## src/logic/rx_serdes_pkg.sv

```systemverilog
// Shared constants and carrier types for the receive byte-packing block.
// Assumes one clock domain; all users refer to names as rx_serdes_pkg::name.
package rx_serdes_pkg;

    // Register map on the serial register port
    localparam logic [5:0] ADDR_CTL = 6'h06;
    localparam logic [5:0] ADDR_EN = 6'h07;
    localparam logic [5:0] ADDR_STAT = 6'h08;
    localparam logic [5:0] ADDR_HOLD_A = 6'h09;
    localparam logic [5:0] ADDR_HOLD_B = 6'h0B;

    localparam logic [7:0] CTL_RESET = 8'h03;
    localparam logic [7:0] EN_RESET = 8'h00;
    localparam logic [7:0] STAT_RESET = 8'h00;
    // Upper control bits are not stored and read back as zero
    localparam logic [7:0] CTL_WRITE_MASK = 8'h0F;
    localparam int unsigned CTL_BYTE_MODE = 3;
    localparam int unsigned CTL_GAP_MSB = 2;

    // Per-channel nibble layout in the enable and status registers
    localparam int unsigned CH_NIBBLE = 4;
    localparam int unsigned F_FULL = 0;
    localparam int unsigned F_EOF = 1;
    localparam int unsigned F_OVER = 2;
    localparam int unsigned F_UNDER = 3;
    localparam int unsigned F_FLOW = 2;
    localparam int unsigned F_VALID = 3;

    // Serial register frame: command byte then data byte, MSB first
    localparam int unsigned SPI_WRITE_BIT = 7;
    localparam logic [3:0] SPI_BYTE_LAST = 4'h7;
    localparam logic [3:0] BYTE_LAST = 4'h7;

    typedef enum logic [1:0] {SPI_IDLE, SPI_CMD, SPI_DATA} spi_phase_t;

    // One bit time from both correlators
    typedef struct packed {
        logic validB;
        logic dataB;
        logic validA;
        logic dataA;
    } corr_bit_t;

    // What a channel receiver reports after a bit time
    typedef struct packed {
        logic load;
        logic eof;
        logic allValid;
        logic [7:0] data;
    } rx_event_t;

    // Bit position of a field for channel A (0) or B (1)
    function automatic int unsigned fieldPos(input logic chB,
                                             input int unsigned field);
        fieldPos = (chB ? CH_NIBBLE : 0) + field;
    endfunction : fieldPos

    function automatic logic [5:0] holdAddr(input logic chB);
        holdAddr = chB ? ADDR_HOLD_B : ADDR_HOLD_A;
    endfunction : holdAddr

endpackage : rx_serdes_pkg

```

## src/logic/bit_skid_buffer.sv

```systemverilog
// Two-entry buffer for correlator bit times between source and receivers.
// Assumes a synchronous active-high reset; source honours inReady.
`timescale 1ns/1ps
`default_nettype none
module bit_skid_buffer (
    input wire logic clk_sys,
    input wire logic reset,
    input wire logic inValid,
    input wire rx_serdes_pkg::corr_bit_t inData,
    output logic inReady,
    output logic outValid,
    output rx_serdes_pkg::corr_bit_t outData,
    input wire logic outReady
);
    typedef struct packed {
        rx_serdes_pkg::corr_bit_t [1:0] mem;
        logic wrPtr;
        logic rdPtr;
        logic [1:0] count;
        logic ready;
    } buf_state_t;

    buf_state_t st;
    buf_state_t next_st;
    logic push;
    logic pop;

    always_comb begin
        next_st = st;
        push = inValid && st.ready;
        pop = (st.count != 2'h0) && outReady;
        if (push) begin
            next_st.mem[st.wrPtr] = inData;
            next_st.wrPtr = !st.wrPtr;
        end
        if (pop) begin
            next_st.rdPtr = !st.rdPtr;
        end
        next_st.count = st.count + {1'b0, push} - {1'b0, pop};
        // Ready is registered so the source sees no combinational path
        next_st.ready = (next_st.count != 2'h2);
    end

    always_ff @(posedge clk_sys) begin
        if (reset) begin
            st <= '0;
            st.ready <= 1'b1;
        end else begin
            st <= next_st;
        end
    end

    assign inReady = st.ready;
    assign outValid = (st.count != 2'h0);
    assign outData = st.mem[st.rdPtr];
endmodule : bit_skid_buffer
`default_nettype wire

```

## src/logic/rx_channel.sv

```systemverilog
// One channel receiver: packs valid bits into bytes and finds end of frame.
// Assumes tick marks one bit time; gapLen is the programmed gap threshold.
`timescale 1ns/1ps
`default_nettype none
module rx_channel (
    input wire logic clk_sys,
    input wire logic reset,
    input wire logic tick,
    input wire logic bitValid,
    input wire logic bitData,
    input wire logic [2:0] gapLen,
    output rx_serdes_pkg::rx_event_t ev
);
    typedef struct packed {
        logic [7:0] shiftReg;
        logic [3:0] bitCount;
        logic [3:0] gapCount;
        logic seen;
        logic anyInvalid;
        rx_serdes_pkg::rx_event_t ev;
    } ch_state_t;

    ch_state_t st;
    ch_state_t next_st;

    always_comb begin
        next_st = st;
        next_st.ev.load = 1'b0;
        next_st.ev.eof = 1'b0;
        if (tick && bitValid) begin
            next_st.seen = 1'b1;
            next_st.gapCount = 4'h0;
            next_st.shiftReg = {st.shiftReg[6:0], bitData};
            next_st.bitCount = st.bitCount + 4'h1;
            if (st.bitCount == rx_serdes_pkg::BYTE_LAST) begin
                next_st.ev.load = 1'b1;
                next_st.ev.data = {st.shiftReg[6:0], bitData};
                next_st.ev.allValid = !st.anyInvalid;
                next_st.bitCount = 4'h0;
                next_st.anyInvalid = 1'b0;
                // Each byte starts empty so a flushed partial byte is clean
                next_st.shiftReg = 8'h00;
            end
        end else if (tick && st.seen) begin
            // End of frame once the invalid run exceeds the threshold
            next_st.anyInvalid = 1'b1;
            if (st.gapCount >= {1'b0, gapLen}) begin
                next_st.ev.eof = 1'b1;
                next_st.seen = 1'b0;
                next_st.gapCount = 4'h0;
                next_st.anyInvalid = 1'b0;
                next_st.bitCount = 4'h0;
                next_st.shiftReg = 8'h00;
                if (st.bitCount != 4'h0) begin
                    // Partial byte flushed on end of frame
                    next_st.ev.load = 1'b1;
                    next_st.ev.data = st.shiftReg;
                    next_st.ev.allValid = 1'b0;
                end
            end else begin
                next_st.gapCount = st.gapCount + 4'h1;
            end
        end
    end

    always_ff @(posedge clk_sys) begin
        if (reset) begin
            st <= '0;
        end else begin
            st <= next_st;
        end
    end

    assign ev = st.ev;
endmodule : rx_channel
`default_nettype wire

```

## src/logic/rx_serdes_frame_irq_ctrl.sv

```systemverilog
// Receive byte packing, end-of-frame and interrupt control, two channels.
// Assumes serial register port pins and correlator bits are synchronous
// to clk_sys; the host samples spiMiso on rising spiClk (mode 0).
//
// How it works
// - Control bit 3 picks byte holding registers (1) or bit pins (0).
// - Gap threshold comes from control bits 2:0.
// - End of frame follows a valid bit, then invalid bits exceeding threshold.
// - Zero threshold ends the frame on the first invalid bit.
// - End of frame moves partial data to the holding register; may interrupt.
// - Enable bit 7 gates channel B underflow interrupt.
// - Reading empty channel B holding register at 0x0B flags underflow.
// - Enable bit 6 gates channel B overflow interrupt.
// - Loading channel B holding register before it was read flags overflow.
// - Enable bit 5 gates channel B end-of-frame interrupt while present.
// - Reading the status register clears pending end of frame.
// - Enable bit 4 gates channel B full interrupt.
// - Holding register loads on a whole byte or partial byte at frame end.
// - Enable bits 3:0 do the same for channel A at 0x09.
// - Status register at 0x08 resets to zero, holds per-channel flags.
`timescale 1ns/1ps
`default_nettype none
module rx_serdes_frame_irq_ctrl (
    input wire logic clk_sys,
    input wire logic reset,
    input wire logic spiClk,
    input wire logic spiSelectN,
    input wire logic spiMosi,
    output logic spiMiso,
    input wire rx_serdes_pkg::corr_bit_t corrBit,
    input wire logic corrBitValid,
    output logic corrBitReady,
    output logic irq,
    output logic serialBitPinOut,
    output logic serialBitPinOe,
    output logic serialBitValidPinOut,
    output logic serialBitValidPinOe
);
    typedef struct packed {
        logic [7:0] ctl;
        logic [7:0] en;
        logic [1:0][7:0] holdData;
        logic [1:0] holdFull;
        logic [1:0] holdValid;
        logic [1:0] eofFlag;
        logic [1:0] overFlag;
        logic [1:0] underFlag;
        rx_serdes_pkg::spi_phase_t phase;
        logic [3:0] bitCnt;
        logic [7:0] rxShift;
        logic [7:0] cmd;
        logic [7:0] txShift;
        logic sclkPrev;
        logic miso;
        logic irq;
        logic pinData;
        logic pinValid;
        logic pinOe;
    } top_state_t;

    top_state_t st;
    top_state_t next_st;

    logic bufValid;
    rx_serdes_pkg::corr_bit_t bufData;
    logic drainReady;
    logic tick;
    rx_serdes_pkg::rx_event_t evA;
    rx_serdes_pkg::rx_event_t evB;

    logic rdStrobe;
    logic wrStrobe;
    logic statRead;
    logic [1:0] rdHold;
    logic [5:0] accAddr;
    logic [7:0] newByte;
    logic [7:0] condVec;
    rx_serdes_pkg::rx_event_t ev [2];

    function automatic logic [7:0] statusValue(input top_state_t s);
        logic [7:0] v;
        v = rx_serdes_pkg::STAT_RESET;
        for (int c = 0; c < 2; c++) begin
            v[rx_serdes_pkg::fieldPos(c[0], rx_serdes_pkg::F_VALID)] =
                s.holdValid[c];
            v[rx_serdes_pkg::fieldPos(c[0], rx_serdes_pkg::F_FLOW)] =
                s.overFlag[c] | s.underFlag[c];
            v[rx_serdes_pkg::fieldPos(c[0], rx_serdes_pkg::F_EOF)] =
                s.eofFlag[c];
            v[rx_serdes_pkg::fieldPos(c[0], rx_serdes_pkg::F_FULL)] =
                s.holdFull[c];
        end
        statusValue = v;
    endfunction : statusValue

    function automatic logic [7:0] readValue(input top_state_t s,
                                             input logic [5:0] addr);
        case (addr)
            rx_serdes_pkg::ADDR_CTL: readValue = s.ctl;
            rx_serdes_pkg::ADDR_EN: readValue = s.en;
            rx_serdes_pkg::ADDR_STAT: readValue = statusValue(s);
            rx_serdes_pkg::ADDR_HOLD_A: readValue = s.holdData[0];
            rx_serdes_pkg::ADDR_HOLD_B: readValue = s.holdData[1];
            default: readValue = 8'h00;
        endcase
    endfunction : readValue

    bit_skid_buffer u_buffer (
        .clk_sys(clk_sys),
        .reset(reset),
        .inValid(corrBitValid),
        .inData(corrBit),
        .inReady(corrBitReady),
        .outValid(bufValid),
        .outData(bufData),
        .outReady(drainReady)
    );

    rx_channel u_chan_a (
        .clk_sys(clk_sys),
        .reset(reset),
        .tick(tick),
        .bitValid(bufData.validA),
        .bitData(bufData.dataA),
        .gapLen(st.ctl[rx_serdes_pkg::CTL_GAP_MSB:0]),
        .ev(evA)
    );

    rx_channel u_chan_b (
        .clk_sys(clk_sys),
        .reset(reset),
        .tick(tick),
        .bitValid(bufData.validB),
        .bitData(bufData.dataB),
        .gapLen(st.ctl[rx_serdes_pkg::CTL_GAP_MSB:0]),
        .ev(evB)
    );

    always_comb begin
        next_st = st;
        rdStrobe = 1'b0;
        wrStrobe = 1'b0;
        ev[0] = evA;
        ev[1] = evB;
        newByte = {st.rxShift[6:0], spiMosi};
        next_st.sclkPrev = spiClk;
        if (spiSelectN) begin
            next_st.phase = rx_serdes_pkg::SPI_IDLE;
            next_st.bitCnt = 4'h0;
            next_st.miso = 1'b0;
        end else if (spiClk && !st.sclkPrev) begin
            next_st.rxShift = newByte;
            next_st.bitCnt = st.bitCnt + 4'h1;
            if (st.phase == rx_serdes_pkg::SPI_IDLE) begin
                next_st.phase = rx_serdes_pkg::SPI_CMD;
            end
            if (st.bitCnt == rx_serdes_pkg::SPI_BYTE_LAST) begin
                next_st.bitCnt = 4'h0;
                if (st.phase != rx_serdes_pkg::SPI_DATA) begin
                    next_st.cmd = newByte;
                    next_st.phase = rx_serdes_pkg::SPI_DATA;
                    if (!newByte[rx_serdes_pkg::SPI_WRITE_BIT]) begin
                        // Read side effects happen when the command lands
                        rdStrobe = 1'b1;
                        next_st.txShift = readValue(st, newByte[5:0]);
                    end
                end else begin
                    next_st.phase = rx_serdes_pkg::SPI_CMD;
                    wrStrobe = st.cmd[rx_serdes_pkg::SPI_WRITE_BIT];
                end
            end
        end else if (!spiClk && st.sclkPrev
                     && st.phase == rx_serdes_pkg::SPI_DATA
                     && !st.cmd[rx_serdes_pkg::SPI_WRITE_BIT]) begin
            next_st.miso = st.txShift[7];
            next_st.txShift = {st.txShift[6:0], 1'b0};
        end

        accAddr = rdStrobe ? newByte[5:0] : st.cmd[5:0];
        if (wrStrobe) begin
            case (accAddr)
                rx_serdes_pkg::ADDR_CTL: begin
                    // Reserved upper bits are dropped, not stored
                    next_st.ctl = newByte & rx_serdes_pkg::CTL_WRITE_MASK;
                end
                rx_serdes_pkg::ADDR_EN: begin
                    next_st.en = newByte;
                end
                default: begin
                end
            endcase
        end

        statRead = rdStrobe && accAddr == rx_serdes_pkg::ADDR_STAT;
        if (statRead) begin
            next_st.eofFlag = 2'b00;
            next_st.overFlag = 2'b00;
            next_st.underFlag = 2'b00;
        end

        for (int c = 0; c < 2; c++) begin
            rdHold[c] = rdStrobe && accAddr == rx_serdes_pkg::holdAddr(c[0]);
            if (rdHold[c]) begin
                if (!st.holdFull[c]) begin
                    next_st.underFlag[c] = 1'b1;
                end
                next_st.holdFull[c] = 1'b0;
            end
            // Loads come after the read clear so a new byte is never lost
            if (ev[c].load && st.ctl[rx_serdes_pkg::CTL_BYTE_MODE]) begin
                if (st.holdFull[c] && !rdHold[c]) begin
                    next_st.overFlag[c] = 1'b1;
                end
                next_st.holdData[c] = ev[c].data;
                next_st.holdFull[c] = 1'b1;
                next_st.holdValid[c] = ev[c].allValid;
            end
            if (ev[c].eof) begin
                next_st.eofFlag[c] = 1'b1;
            end
        end

        // Stall the correlator stream while a holding register is read,
        // so no byte load lands in the cycle right after a holding register read
        drainReady = !(|rdHold);
        tick = bufValid && drainReady;

        next_st.pinOe = !next_st.ctl[rx_serdes_pkg::CTL_BYTE_MODE];
        if (tick && !st.ctl[rx_serdes_pkg::CTL_BYTE_MODE]) begin
            next_st.pinData = bufData.dataA;
            next_st.pinValid = bufData.validA;
        end

        condVec = 8'h00;
        for (int c = 0; c < 2; c++) begin
            condVec[rx_serdes_pkg::fieldPos(c[0], rx_serdes_pkg::F_UNDER)] =
                next_st.underFlag[c];
            condVec[rx_serdes_pkg::fieldPos(c[0], rx_serdes_pkg::F_OVER)] =
                next_st.overFlag[c];
            condVec[rx_serdes_pkg::fieldPos(c[0], rx_serdes_pkg::F_EOF)] =
                next_st.eofFlag[c];
            condVec[rx_serdes_pkg::fieldPos(c[0], rx_serdes_pkg::F_FULL)] =
                next_st.holdFull[c];
        end
        next_st.irq = |(condVec & next_st.en);
    end

    always_ff @(posedge clk_sys) begin
        if (reset) begin
            st <= '0;
            st.ctl <= rx_serdes_pkg::CTL_RESET;
            st.en <= rx_serdes_pkg::EN_RESET;
            st.phase <= rx_serdes_pkg::SPI_IDLE;
        end else begin
            st <= next_st;
        end
    end

    assign spiMiso = st.miso;
    assign irq = st.irq;
    assign serialBitPinOut = st.pinData;
    assign serialBitPinOe = st.pinOe;
    assign serialBitValidPinOut = st.pinValid;
    assign serialBitValidPinOe = st.pinOe;
endmodule : rx_serdes_frame_irq_ctrl
`default_nettype wire

```

## config.mk

```make
export PLATFORM = sky130hd
export DESIGN_NAME = rx_serdes_frame_irq_ctrl
export DESIGN_NICKNAME = d
export VERILOG_FILES = /design/src/logic/rx_serdes_pkg.sv /design/src/logic/bit_skid_buffer.sv /design/src/logic/rx_channel.sv /design/src/logic/rx_serdes_frame_irq_ctrl.sv
export SDC_FILE = /design/constraint.sdc
export NUM_CORES = 1
export LEC_CHECK = 0
export ABC_AREA = 0
export ABC_CLOCK_PERIOD_IN_PS = 3450
export CORE_AREA = 2 2 113 115
export CTS_BUF_LIST = sky130_fd_sc_hd__clkbuf_16
export DETAILED_ROUTE_END_ITERATION = 6
export DIE_AREA = 0 0 115 117
export DONT_BUFFER_PORTS = 1
export GPL_TIMING_DRIVEN = 0
export PLACE_DENSITY = 0.66
export SETUP_SLACK_MARGIN = 0.15
export SYNTH_ARGS = -nofsm -noshare
export SYNTH_HDL_FRONTEND = slang
export SYNTH_SLANG_ARGS = --single-unit
```

## constraint.sdc

```tcl
create_clock -name clk_sys -period 3.45 [get_ports clk_sys]
set_input_delay 0.1725 -clock clk_sys [delete_from_list [all_inputs] [get_ports clk_sys]]
set_output_delay 0.1725 -clock clk_sys [all_outputs]
set_load 0.05 [all_outputs]
```

# Word-level counts from Yosys, hierarchy flattened
# Cells that the tools add are included.
[totals] reg_bits=144 input_bits=10 word_cells=218
[op_classes] n_eq_ne=21 n_reduce_logical=62 addsub=7 n_mux=64 bitwise=7 order_cmp=5
[op_table] operator="$mux W12" count=5
[op_table] operator="$mux W29" count=2
[op_table] operator="$mux W9" count=6
[op_table] operator="$mux W8" count=6
[op_table] operator="$pmux W8 S5" count=1
[op_table] operator="$mux W19" count=2
[op_table] operator="$eq A6 B4 Y1 const B" count=6
[op_table] operator="$mux W13" count=2
[op_table] operator="$mux W1" count=25
[op_table] operator="$eq A6 B3 Y1 const B" count=4
[op_table] operator="$mux W4" count=6
[op_table] operator="$add A4 B1 Y4 const B" count=5
[op_table] operator="$logic_and A1 B1 Y1" count=19
[op_table] operator="$mux W6" count=3
[op_table] operator="$reduce_bool A2 Y1" count=9
[op_table] operator="$reduce_and A2 Y1" count=8
[op_table] operator="$eq A4 B3 Y1 const B" count=3
[op_table] operator="$logic_not A1 Y1" count=12
[op_table] operator="$reduce_and A4 Y1" count=3
[op_table] operator="$ne A2 B2 Y1 const B" count=5
[op_table] operator="$and A8 B8 Y8" count=1
[op_table] operator="$bwmux W8" count=1
[op_table] operator="$ge A4 B3 Y1" count=2
[op_table] operator="$mux W2" count=4
[op_table] operator="15 further kinds" count=26

# Longest topological paths before layout
# Gate-level depths: netlist of the first run.
[depth] ltp_word=14 mapped_depth=15 mapped_depth_nobuf=12

# Modules after synthesis
# A second synthesis of the first run with hierarchy kept.
[unflattened] cells_unflattened=769 area_unflattened_um2=6849.1
[modules_own_cells] module="rx_serdes_frame_irq_ctrl" n_inst=1 seq_area_each_um2=1441.4 cells_each=373 area_per_inst_um2=3244.4
[modules_own_cells] module="rx_channel" n_inst=2 seq_area_each_um2=580.6 cells_each=172 area_per_inst_um2=1531.5
[modules_own_cells] module="bit_skid_buffer" n_inst=1 seq_area_each_um2=260.2 cells_each=52 area_per_inst_um2=541.8

# Least setup slack after synthesis of the first run
# Ideal clock, no wire load.
[synth_path] path_type="register to register" start="reg st, in the netlist newByte[2]" end="reg u_buffer.st, in the netlist u_buffer.inReady" required_time_ns=3.323 setup_time_ns=0.127 stages_incl_launch_ff=15 synth_period_minus_slack_ns=3.153 arrival_time_ns=3.026 setup_slack_ns=0.297 cell_sequence="dfxtp_1 > or4b_1 > clkbuf_1 > nor3_2 > nand2_1 > o21ai_2 > inv_2 > buf_2 > buf_1 > ha_1 > inv_1 > ha_1 > xor2_1 > xnor2_1 > or3_1"
[synth_between] elab_chain_cells=8 word_cells_on_any_way=10 classes_between="add/sub (1); eq/ne (3); mux (1); reduce/logical (5)"
[synth_rtl] element="from (decl)" line="rx_serdes_frame_irq_ctrl.sv:61" rtl="top_state_t st;"
[synth_rtl] element="from (signal assigned)" line="rx_serdes_frame_irq_ctrl.sv:255" rtl="st <= next_st;"
[synth_rtl] element="$mux W6 *" line="rx_serdes_frame_irq_ctrl.sv:179" rtl="accAddr = rdStrobe ? newByte[5:0] : st.cmd[5:0];"
[synth_rtl] element="$eq A6 B4 Y1" line="rx_serdes_frame_irq_ctrl.sv:202" rtl="rdHold[c] = rdStrobe && accAddr == rx_serdes_pkg::holdAddr(c[0]);"
[synth_rtl] element="$logic_and A1 B1 Y1" line="rx_serdes_frame_irq_ctrl.sv:202"
[synth_rtl] element="$reduce_or A2 Y1 *" line="rx_serdes_frame_irq_ctrl.sv:225" rtl="drainReady = !(|rdHold);"
[synth_rtl] element="$logic_not A1 Y1 *" line="rx_serdes_frame_irq_ctrl.sv:225"
[synth_rtl] element="$logic_and A1 B1 Y1 *" line="bit_skid_buffer.sv:31" rtl="pop = (st.count != 2'h0) && outReady;"
[synth_rtl] element="$sub A2 B1 Y2 *" line="bit_skid_buffer.sv:39" rtl="next_st.count = st.count + {1'b0, push} - {1'b0, pop};"
[synth_rtl] element="$ne A2 B2 Y1 *" line="bit_skid_buffer.sv:41" rtl="next_st.ready = (next_st.count != 2'h2);"
[synth_rtl] element="to (signal assigned)" line="bit_skid_buffer.sv:49" rtl="st <= next_st;"
[synth_rtl] element="to (decl)" line="bit_skid_buffer.sv:23" rtl="buf_state_t st;"
# Mark *: on every way between the ends. The rest lies on a longest branch, timed or not.
# A chain may end at the register's enable or synchronous reset.

# Worst setup path after layout of the first run
# Same ends and word-level chain as after synthesis.

==> metrics.csv, run 1 <==
stage,metric,value,unit
global_routing,gr-usage-met1,30.1,%
critical_path,crit_buf_inv,4,
floorplan,coreArea,12300,µm²
sta,clock_skew,7.48,ps
clock_network,clk_pin_slew_worst_paths,60,ps
placed_design,gp_congestion,0.924,
logic_synthesis,ys_warn_count,0,
clock_network,clock_sinks,143,
cells_and_area,drive_above_1_share,7.84,%
clock_network,cts_tree,built,
critical_path,critPathLaunch,newByte[2],
sta,tightest_slew,1260,ps
cells_and_area,post-route-cell-area,7160,µm²
sta,min_period_over_period,90.9,%
cells_and_area,insertedDiodeCount,0,
power,p_sw_share,26.0,%
worst_hold_path,whs_endpoint,spiMiso,
logic_synthesis,synth_area,6270,µm²
logic_synthesis,yosysSeqAreaShare,45.7,%
cells_and_area,area_growth,14.2,%
routing,drt_wl_total,15500,µm
global_routing,grt_max_degree,20,
placed_design,hpwl,11200,µm
floorplan,ioPinCount,17,
floorplan,initial_core_util,50.9,%
critical_path,crit_chain,or4b_1 -> buf_2 -> nor3_4 -> nand2_2 -> o21ai_4 -> inv_2 -> buf_4 -> ha_1 -> inv_1 -> ha_1 -> xor2_1 -> xnor2_1 -> or3_1,
critical_path,reg2reg_setup_slack,310,ps
clock_network,clock_latency,430,ps
worst_hold_path,holdCritStartpoint,spiClk,
status,status,"complete, no violations",
critical_path,cp_common_cell,ha_1,
cells_and_area,instances_no_fill,903,
critical_path,cp_data_required_time,3760,ps
clock_network,numCtsBuffers,17,
critical_path,rr_endpoint,u_buffer.inReady,
routing,via_per_inst,5.79,
routing,drt_iter0_drc,365,
routing,dr.pass1.iters,5,
critical_path,critical-path-max-stage-delay,550,ps
power,intPower,3060,µW
cells_and_area,n_fill_cell,1101,
cells_and_area,nets,766,
logic_synthesis,syn-instance-count,716,
critical_path,reg2reg_from,newByte[2],
sta,setup_viol,0,
critical_path,crit_type,flip-flop to flip-flop,
global_routing,grt_use_met3,5.10,%
power,p_per_area,578,nW/µm²
placed_design,io_buffers,0,
logic_synthesis,synth_edf_count,0,
sta,maxSlewHeadroom,14.0,%
critical_path,cp.arrival,3440,ps
sta,min_period,3140,ps
logic_synthesis,synth_ff_type,dfxtp_1,
global_routing,gr-total-overflow,0,
critical_path,cp_top_family,simple AND/OR/NAND/NOR gates,
sta,fin_worst_hold_slack,24.3,ps
critical_path,worstSetupEndpointType,flip-flop,
logic_synthesis,ys_types,61,
sta,fmax,0.319,GHz
critical_path,worstPathMaxFanout,19,
critical_path,r2r_cells,13,
routing,post_drt_wl_per_cell,17.2,µm
global_routing,busiest_layer,met2,
floorplan,dieArea,13500,µm²
logic_synthesis,synthArstFlopShare,0,%
critical_path,slowest_stage,or4b_1,
sta,setup_ws,314,ps
placed_design,place_area,6460,µm²
worst_hold_path,hold-path-cell-count,3,
logic_synthesis,syn_area_per_cell,8.76,µm²
power,clkPwrFrac,46.2,%
power,ir_drop,0.320,mV
global_routing,antenna_found_initial,0,
critical_path,cp-start-kind,flip-flop,
floorplan,fp.dieW,115,µm
run,maxCapViolCount,0,
global_routing,grt_use_met2,42.5,%
routing,vias,5227,
sta,rsz0062_at_grt,false,
global_routing,grt_pass1_wl,25300,µm
floorplan,row_count,41,
routing,drc,0,
sta,hold_viol_final,0,
global_routing,grt_usage,24.6,%
logic_synthesis,ys_ff_latch,143,
global_routing,grt_pass1_vias,5029,
placed_design,dpl.cell_count,866,
clock_network,cts_max_level,4,
worst_hold_path,min_path_type,primary input to flip-flop,
power,seqPwrFrac,43.2,%
floorplan,die_h,117,µm
power,leakage,0.00259,µW
clock_network,cts_root_buf,clkbuf_16,
placed_design,dp_slack,-358,ps
power,switching_power,1080,µW
clock_network,cts_buffer_depth,2,
power,p_comb_share,10.6,%
routing,final_antenna_net_count,0,
sta,drv_slew,0,
logic_synthesis,synth_nets,741,
critical_path,path_depth,13,
==> cell usage after synthesis, drive strengths merged (2+ instances only) <==
cell    count  area share [%]
mux2i      39             6.2
nand2b     13             1.3
xor2        5            0.70
or2         2            0.20
a22o       22             3.1
a21oi      67             5.3
o21ai      22             1.8
a32oi       3            0.72
clkbuf     32             1.9
xnor2       5            0.70
nand3      20             1.6
dfxtp     143              46
a21o        4            0.48
nand4       4            0.40
or3         6            0.60
o22ai       4            0.40
ha         15             3.0
nand3b      3            0.36
buf        11            0.98
a211oi     18             2.3
nand2      76             4.5
mux2        5            0.96
a31oi       2            0.20
nor2b      15             1.5
and3        2            0.20
a211o       5            0.70
inv        17             1.0
nor2       92             5.5
and2        7            0.70
a22oi      19             2.4
or4b        2            0.32
nor3       17             1.5
==> worst max-delay path by stage <==
stage                            end  slack [ps]
global placement    u_buffer.inReady        -240
global route        u_buffer.inReady         160
CTS                 u_buffer.inReady         200
floorplan           u_buffer.inReady         300
finish              u_buffer.inReady         310
detailed placement  u_buffer.inReady        -360
==> kinds of logic after synthesis <==
logic type	share of synthesized area, %
buffers and inverters	3.97
AO/OA/AOI/OAI	18.9
multiplexers	7.18
XOR/XNOR	1.40
adder cells (fa/ha/maj)	2.99
AND/OR/NAND/NOR	19.9
flip-flops	45.7
==> cells in the final DEF, fill, tap and decap left out, types with 13 or more instances in the layout <==
cell / instances
o21ai_0: 21
nor2_1: 92
a22o_1: 22
mux2i_1: 39
dfxtp_1: 143
nor2b_1: 15
clkbuf_1: 30
nand2b_1: 13
a22oi_1: 18
clkbuf_16: 17
a21oi_1: 67
ha_1: 15
inv_1: 16
a211oi_1: 16
nand3_1: 20
nand2_1: 75
nor3_1: 15
==> metal layers <==
metal / vias to the layer above / share of wire, %
met1: 2475 / 44
met5: - / 0
met4: 0 / 2.0
met3: 30 / 5.1
met2: 148 / 49
li1: 2574 / -
==> state kept, by name, indices dropped and copies added, names as in the netlist <==
signal                flops
st                       60
serialBitPinOe            1
u_buffer.inReady          1
u_chan_b.st              18
serialBitPinOut           1
spiMiso                   1
u_chan_b.ev              11
u_buffer.st              12
u_chan_a.ev              11
newByte                   7
irq                       1
u_chan_a.st              18
serialBitValidPinOut      1
==> worst reg2reg max path: stages, from the launching register on <==
cell     delay [ps]
dfxtp_1         400
or4b_1          550
buf_2           200
nor3_4          210
nand2_2         130
o21ai_4         120
inv_2            90
buf_4           220
ha_1            300
inv_1            40
ha_1            170
xor2_1          150
xnor2_1         140
or3_1           310
==> area by class of cell <==
| cell class | count | area, µm² | area share, % |
|---|---|---|---|
| plain buffers | 42 | 183 | 2.55 |
| clock buffers | 17 | 425 | 5.94 |
| clock inverters | 14 | 191 | 2.67 |
| inverters | 18 | 67.6 | 0.944 |
| multi-input cells | 512 | 3170 | 44.3 |
| flip-flops and latches | 143 | 2860 | 40.0 |
| well taps | 150 | 188 | 2.62 |
| repair buffers | 7 | 67.6 | 0.944 |
==> power groups by stage <==
| stage | Sequential [µW] | Combinational (µW) | Clock (µW) |
|---|---|---|---|
| finish | 1790 | 437 | 1910 |
| global route | 1790 | 489 | 2010 |
| CTS | 1790 | 436 | 1940 |
| detailed placement | 1820 | 430 | 0 |
| global placement | 1820 | 412 | 0 |
| floorplan | 1810 | 328 | 0 |
==> stage by stage <==
step / TNS [ps] / total power [µW] / util (%)
after floorplan: 0 / 2140 / -
after global placement: -279 / 2230 / 52.4
after detailed placement: -520 / 2250 / 52.4
after CTS: 0 / 4160 / 58.1
after global routing: 0 / 4300 / 58.2
final: 0 / 4140 / 58.2
==> timing repair <==
item,in CTS,in global routing
pin swaps,1,0
gates resized for setup,3,5
endpoints found under the setup margin,3,10
endpoints found under the hold margin,12,0
setup buffers,1,0
hold buffers,6,0
No activity file was read; power rests on OpenSTA's default activity.
==> inputs of run 2 (changes only) <==
Settings changed: ABC_CLOCK_PERIOD_IN_PS 3450 to 4100.
Clock period 3.45 ns to 4.1 ns, I/O delays scaled along.
==> metrics.csv, run 2 (synthesis gave the netlist of run 1 again) <==
stage,metric,value,unit,change
placed_design,hpwl,11200,µm,unchanged
worst_hold_path,min_path_type,primary input to flip-flop,,unchanged
sta,clock_skew,5.16,ps,was 7.48 ps
floorplan,row_count,41,,unchanged
clock_network,numCtsBuffers,17,,unchanged
routing,vias,5193,,was 5227
critical_path,cp-start-kind,flip-flop,,unchanged
critical_path,cp.arrival,4010,ps,was 3440 ps
routing,dr.pass1.iters,6,,was 5
run,maxCapViolCount,0,,unchanged
sta,fin_worst_hold_slack,56.4,ps,was 24.3 ps
floorplan,fp.dieW,115,µm,unchanged
global_routing,grt_pass1_wl,25200,µm,was 25300 µm
sta,maxSlewHeadroom,12.7,%,was 14.0%
clock_network,cts_root_buf,clkbuf_16,,unchanged
floorplan,initial_core_util,50.9,%,unchanged
cells_and_area,area_growth,13.9,%,was 14.2%
sta,tightest_slew,1280,ps,was 1260 ps
clock_network,cts_tree,built,,unchanged
placed_design,io_buffers,0,,unchanged
sta,min_period,3700,ps,was 3140 ps
global_routing,grt_max_degree,17,,was 20
power,ir_drop,0.269,mV,was 0.320 mV
cells_and_area,largest_reg_flops,60,,unchanged
floorplan,dieArea,13500,µm²,unchanged
sta,setup_viol,0,,unchanged
power,p_per_area,487,nW/µm²,was 578 nW/µm²
routing,drc,0,,unchanged
status,status,"complete, no violations",,unchanged
sta,fmax,0.270,GHz,was 0.319 GHz
cells_and_area,insertedDiodeCount,0,,unchanged
sta,rsz0062_at_grt,false,,unchanged
sta,drv_slew,0,,unchanged
floorplan,die_h,117,µm,unchanged
global_routing,grt_pass1_vias,5033,,was 5029
cells_and_area,layout_commonest_cell,dfxtp_1,,unchanged
clock_network,clk_pin_slew_worst_paths,60,ps,about the same
clock_network,cts_setup_buffers,0,,was 1
routing,drt_wl_total,15500,µm,about the same
global_routing,antenna_found_initial,0,,unchanged
cells_and_area,regMostFlops,st,,unchanged
cells_and_area,drive_above_1_share,7.30,%,was 7.84%
global_routing,grt_usage,24.6,%,unchanged
sta,fin_setup_tns,0,ps,unchanged
clock_network,cts_buffer_depth,2,,unchanged
routing,drt_iter0_drc,367,,was 365
placed_design,gp_congestion,0.924,,unchanged
cells_and_area,layout_common_cells,"143 x dfxtp_1, 92 x nor2_1, 76 x nand2_1",,"was 143 x dfxtp_1, 92 x nor2_1, 75 x nand2_1"
critical_path,worstSetupEndpointType,flip-flop,,unchanged
critical_path,crit_type,flip-flop to flip-flop,,unchanged
sta,hold_viol_final,0,,unchanged
power,leakage,0.00258,µW,was 0.00259 µW
routing,final_antenna_net_count,0,,unchanged
clock_network,clock_latency,430,ps,about the same
critical_path,worstPathMaxFanout,10,,was 19
cells_and_area,top_regs,"st: 60 flops, u_chan_a.st: 18 flops, u_chan_b.st: 18 flops",,unchanged
cells_and_area,nets,766,,unchanged
floorplan,coreArea,12300,µm²,unchanged
routing,via_per_inst,5.75,,was 5.79
cells_and_area,n_fill_cell,1106,,was 1101
critical_path,cp_data_required_time,4410,ps,was 3760 ps
floorplan,ioPinCount,17,,unchanged
clock_network,clock_sinks,143,,unchanged
clock_network,cts_max_level,4,,unchanged
global_routing,gr-total-overflow,0,,unchanged
routing,post_drt_wl_per_cell,17.2,µm,about the same
sta,min_period_over_period,90.2,%,was 90.9%
## run 2: cell count changes in the layout (fill, tap and decap cells not counted)
cell | before | now
buf_4 | 4 | 2
clkbuf_1 | 30 | 32
buf_1 | 3 | 4
clkbuf_2 | 1 | 0
nand2_1 | 75 | 76
nand2_2 | 1 | 0
o21ai_2 | 0 | 1
o21ai_4 | 1 | 0
## run 2: where the power goes
part	total (µW)	switching (µW)	internal, µW
clock	1610	597	1010
sequential	1500	68.5	1430
combinational	367	240	126
total	3480	906	2570
## run 2: final cells by class
| type | count | area [µm²] | area share (%) |
|---|---|---|---|
| flip-flops and latches | 143 | 2860 | 40.1 |
| multi-input cells | 512 | 3160 | 44.3 |
| inverters | 18 | 67.6 | 0.946 |
| clock inverters | 14 | 191 | 2.68 |
| plain buffers | 43 | 181 | 2.54 |
| repair buffers | 6 | 60.1 | 0.841 |
| clock buffers | 17 | 425 | 5.96 |
| well taps | 150 | 188 | 2.63 |
## run 2: per-layer routing
| layer | track usage, % | up-vias | wire length (µm) |
|---|---|---|---|
| li1 | - | 2582 | - |
| met1 | 30.0 | 2461 | 6920 |
| met2 | 42.5 | 119 | 7540 |
| met3 | 5.10 | 31 | 701 |
| met4 | 10.0 | 0 | 348 |
| met5 | 0 | - | 0 |
## run 2: worst paths after layout
kind                      endpoint  cells after the start  startpoint  slack (ps)
setup / recovery  u_buffer.inReady                     14  newByte[2]         400
hold / removal             spiMiso                      3      spiClk          60
setup reg to reg  u_buffer.inReady                     14  newByte[2]         400
hold reg to reg             st[47]                      2      st[47]         450
## run 2: stage by stage
stage	std cells	power [µW]	utilization, %	setup slack (ps)	instance area [µm²]
3_5_place_dp	866	1890	52.4	292	6460
3_3_place_gp	866	1880	52.4	407	6460
6_report	903	3480	58.0	401	7140
5_1_grt	903	3610	58.0	207	7140
2_1_floorplan	716	1800	-	947	6270
4_1_cts	903	3500	57.9	298	7130
## run 2: what timing repair did
item / in CTS / in global routing
hold endpoints to repair: 12 / 0
gates resized for setup: 0 / 1
hold buffers: 6 / 0
endpoints found under the setup margin: 0 / 1
## run 2: critical path, stage by stage (launching register included)
cell and delay (ps):
dfxtp_1 400, or4b_1 550, clkbuf_1 250, nor3_4 280
nand2_1 170, o21ai_2 170, inv_2 100, buf_2 210
buf_1 270, ha_1 360, inv_1 40, ha_1 170
xor2_1 150, xnor2_1 140, or3_1 310
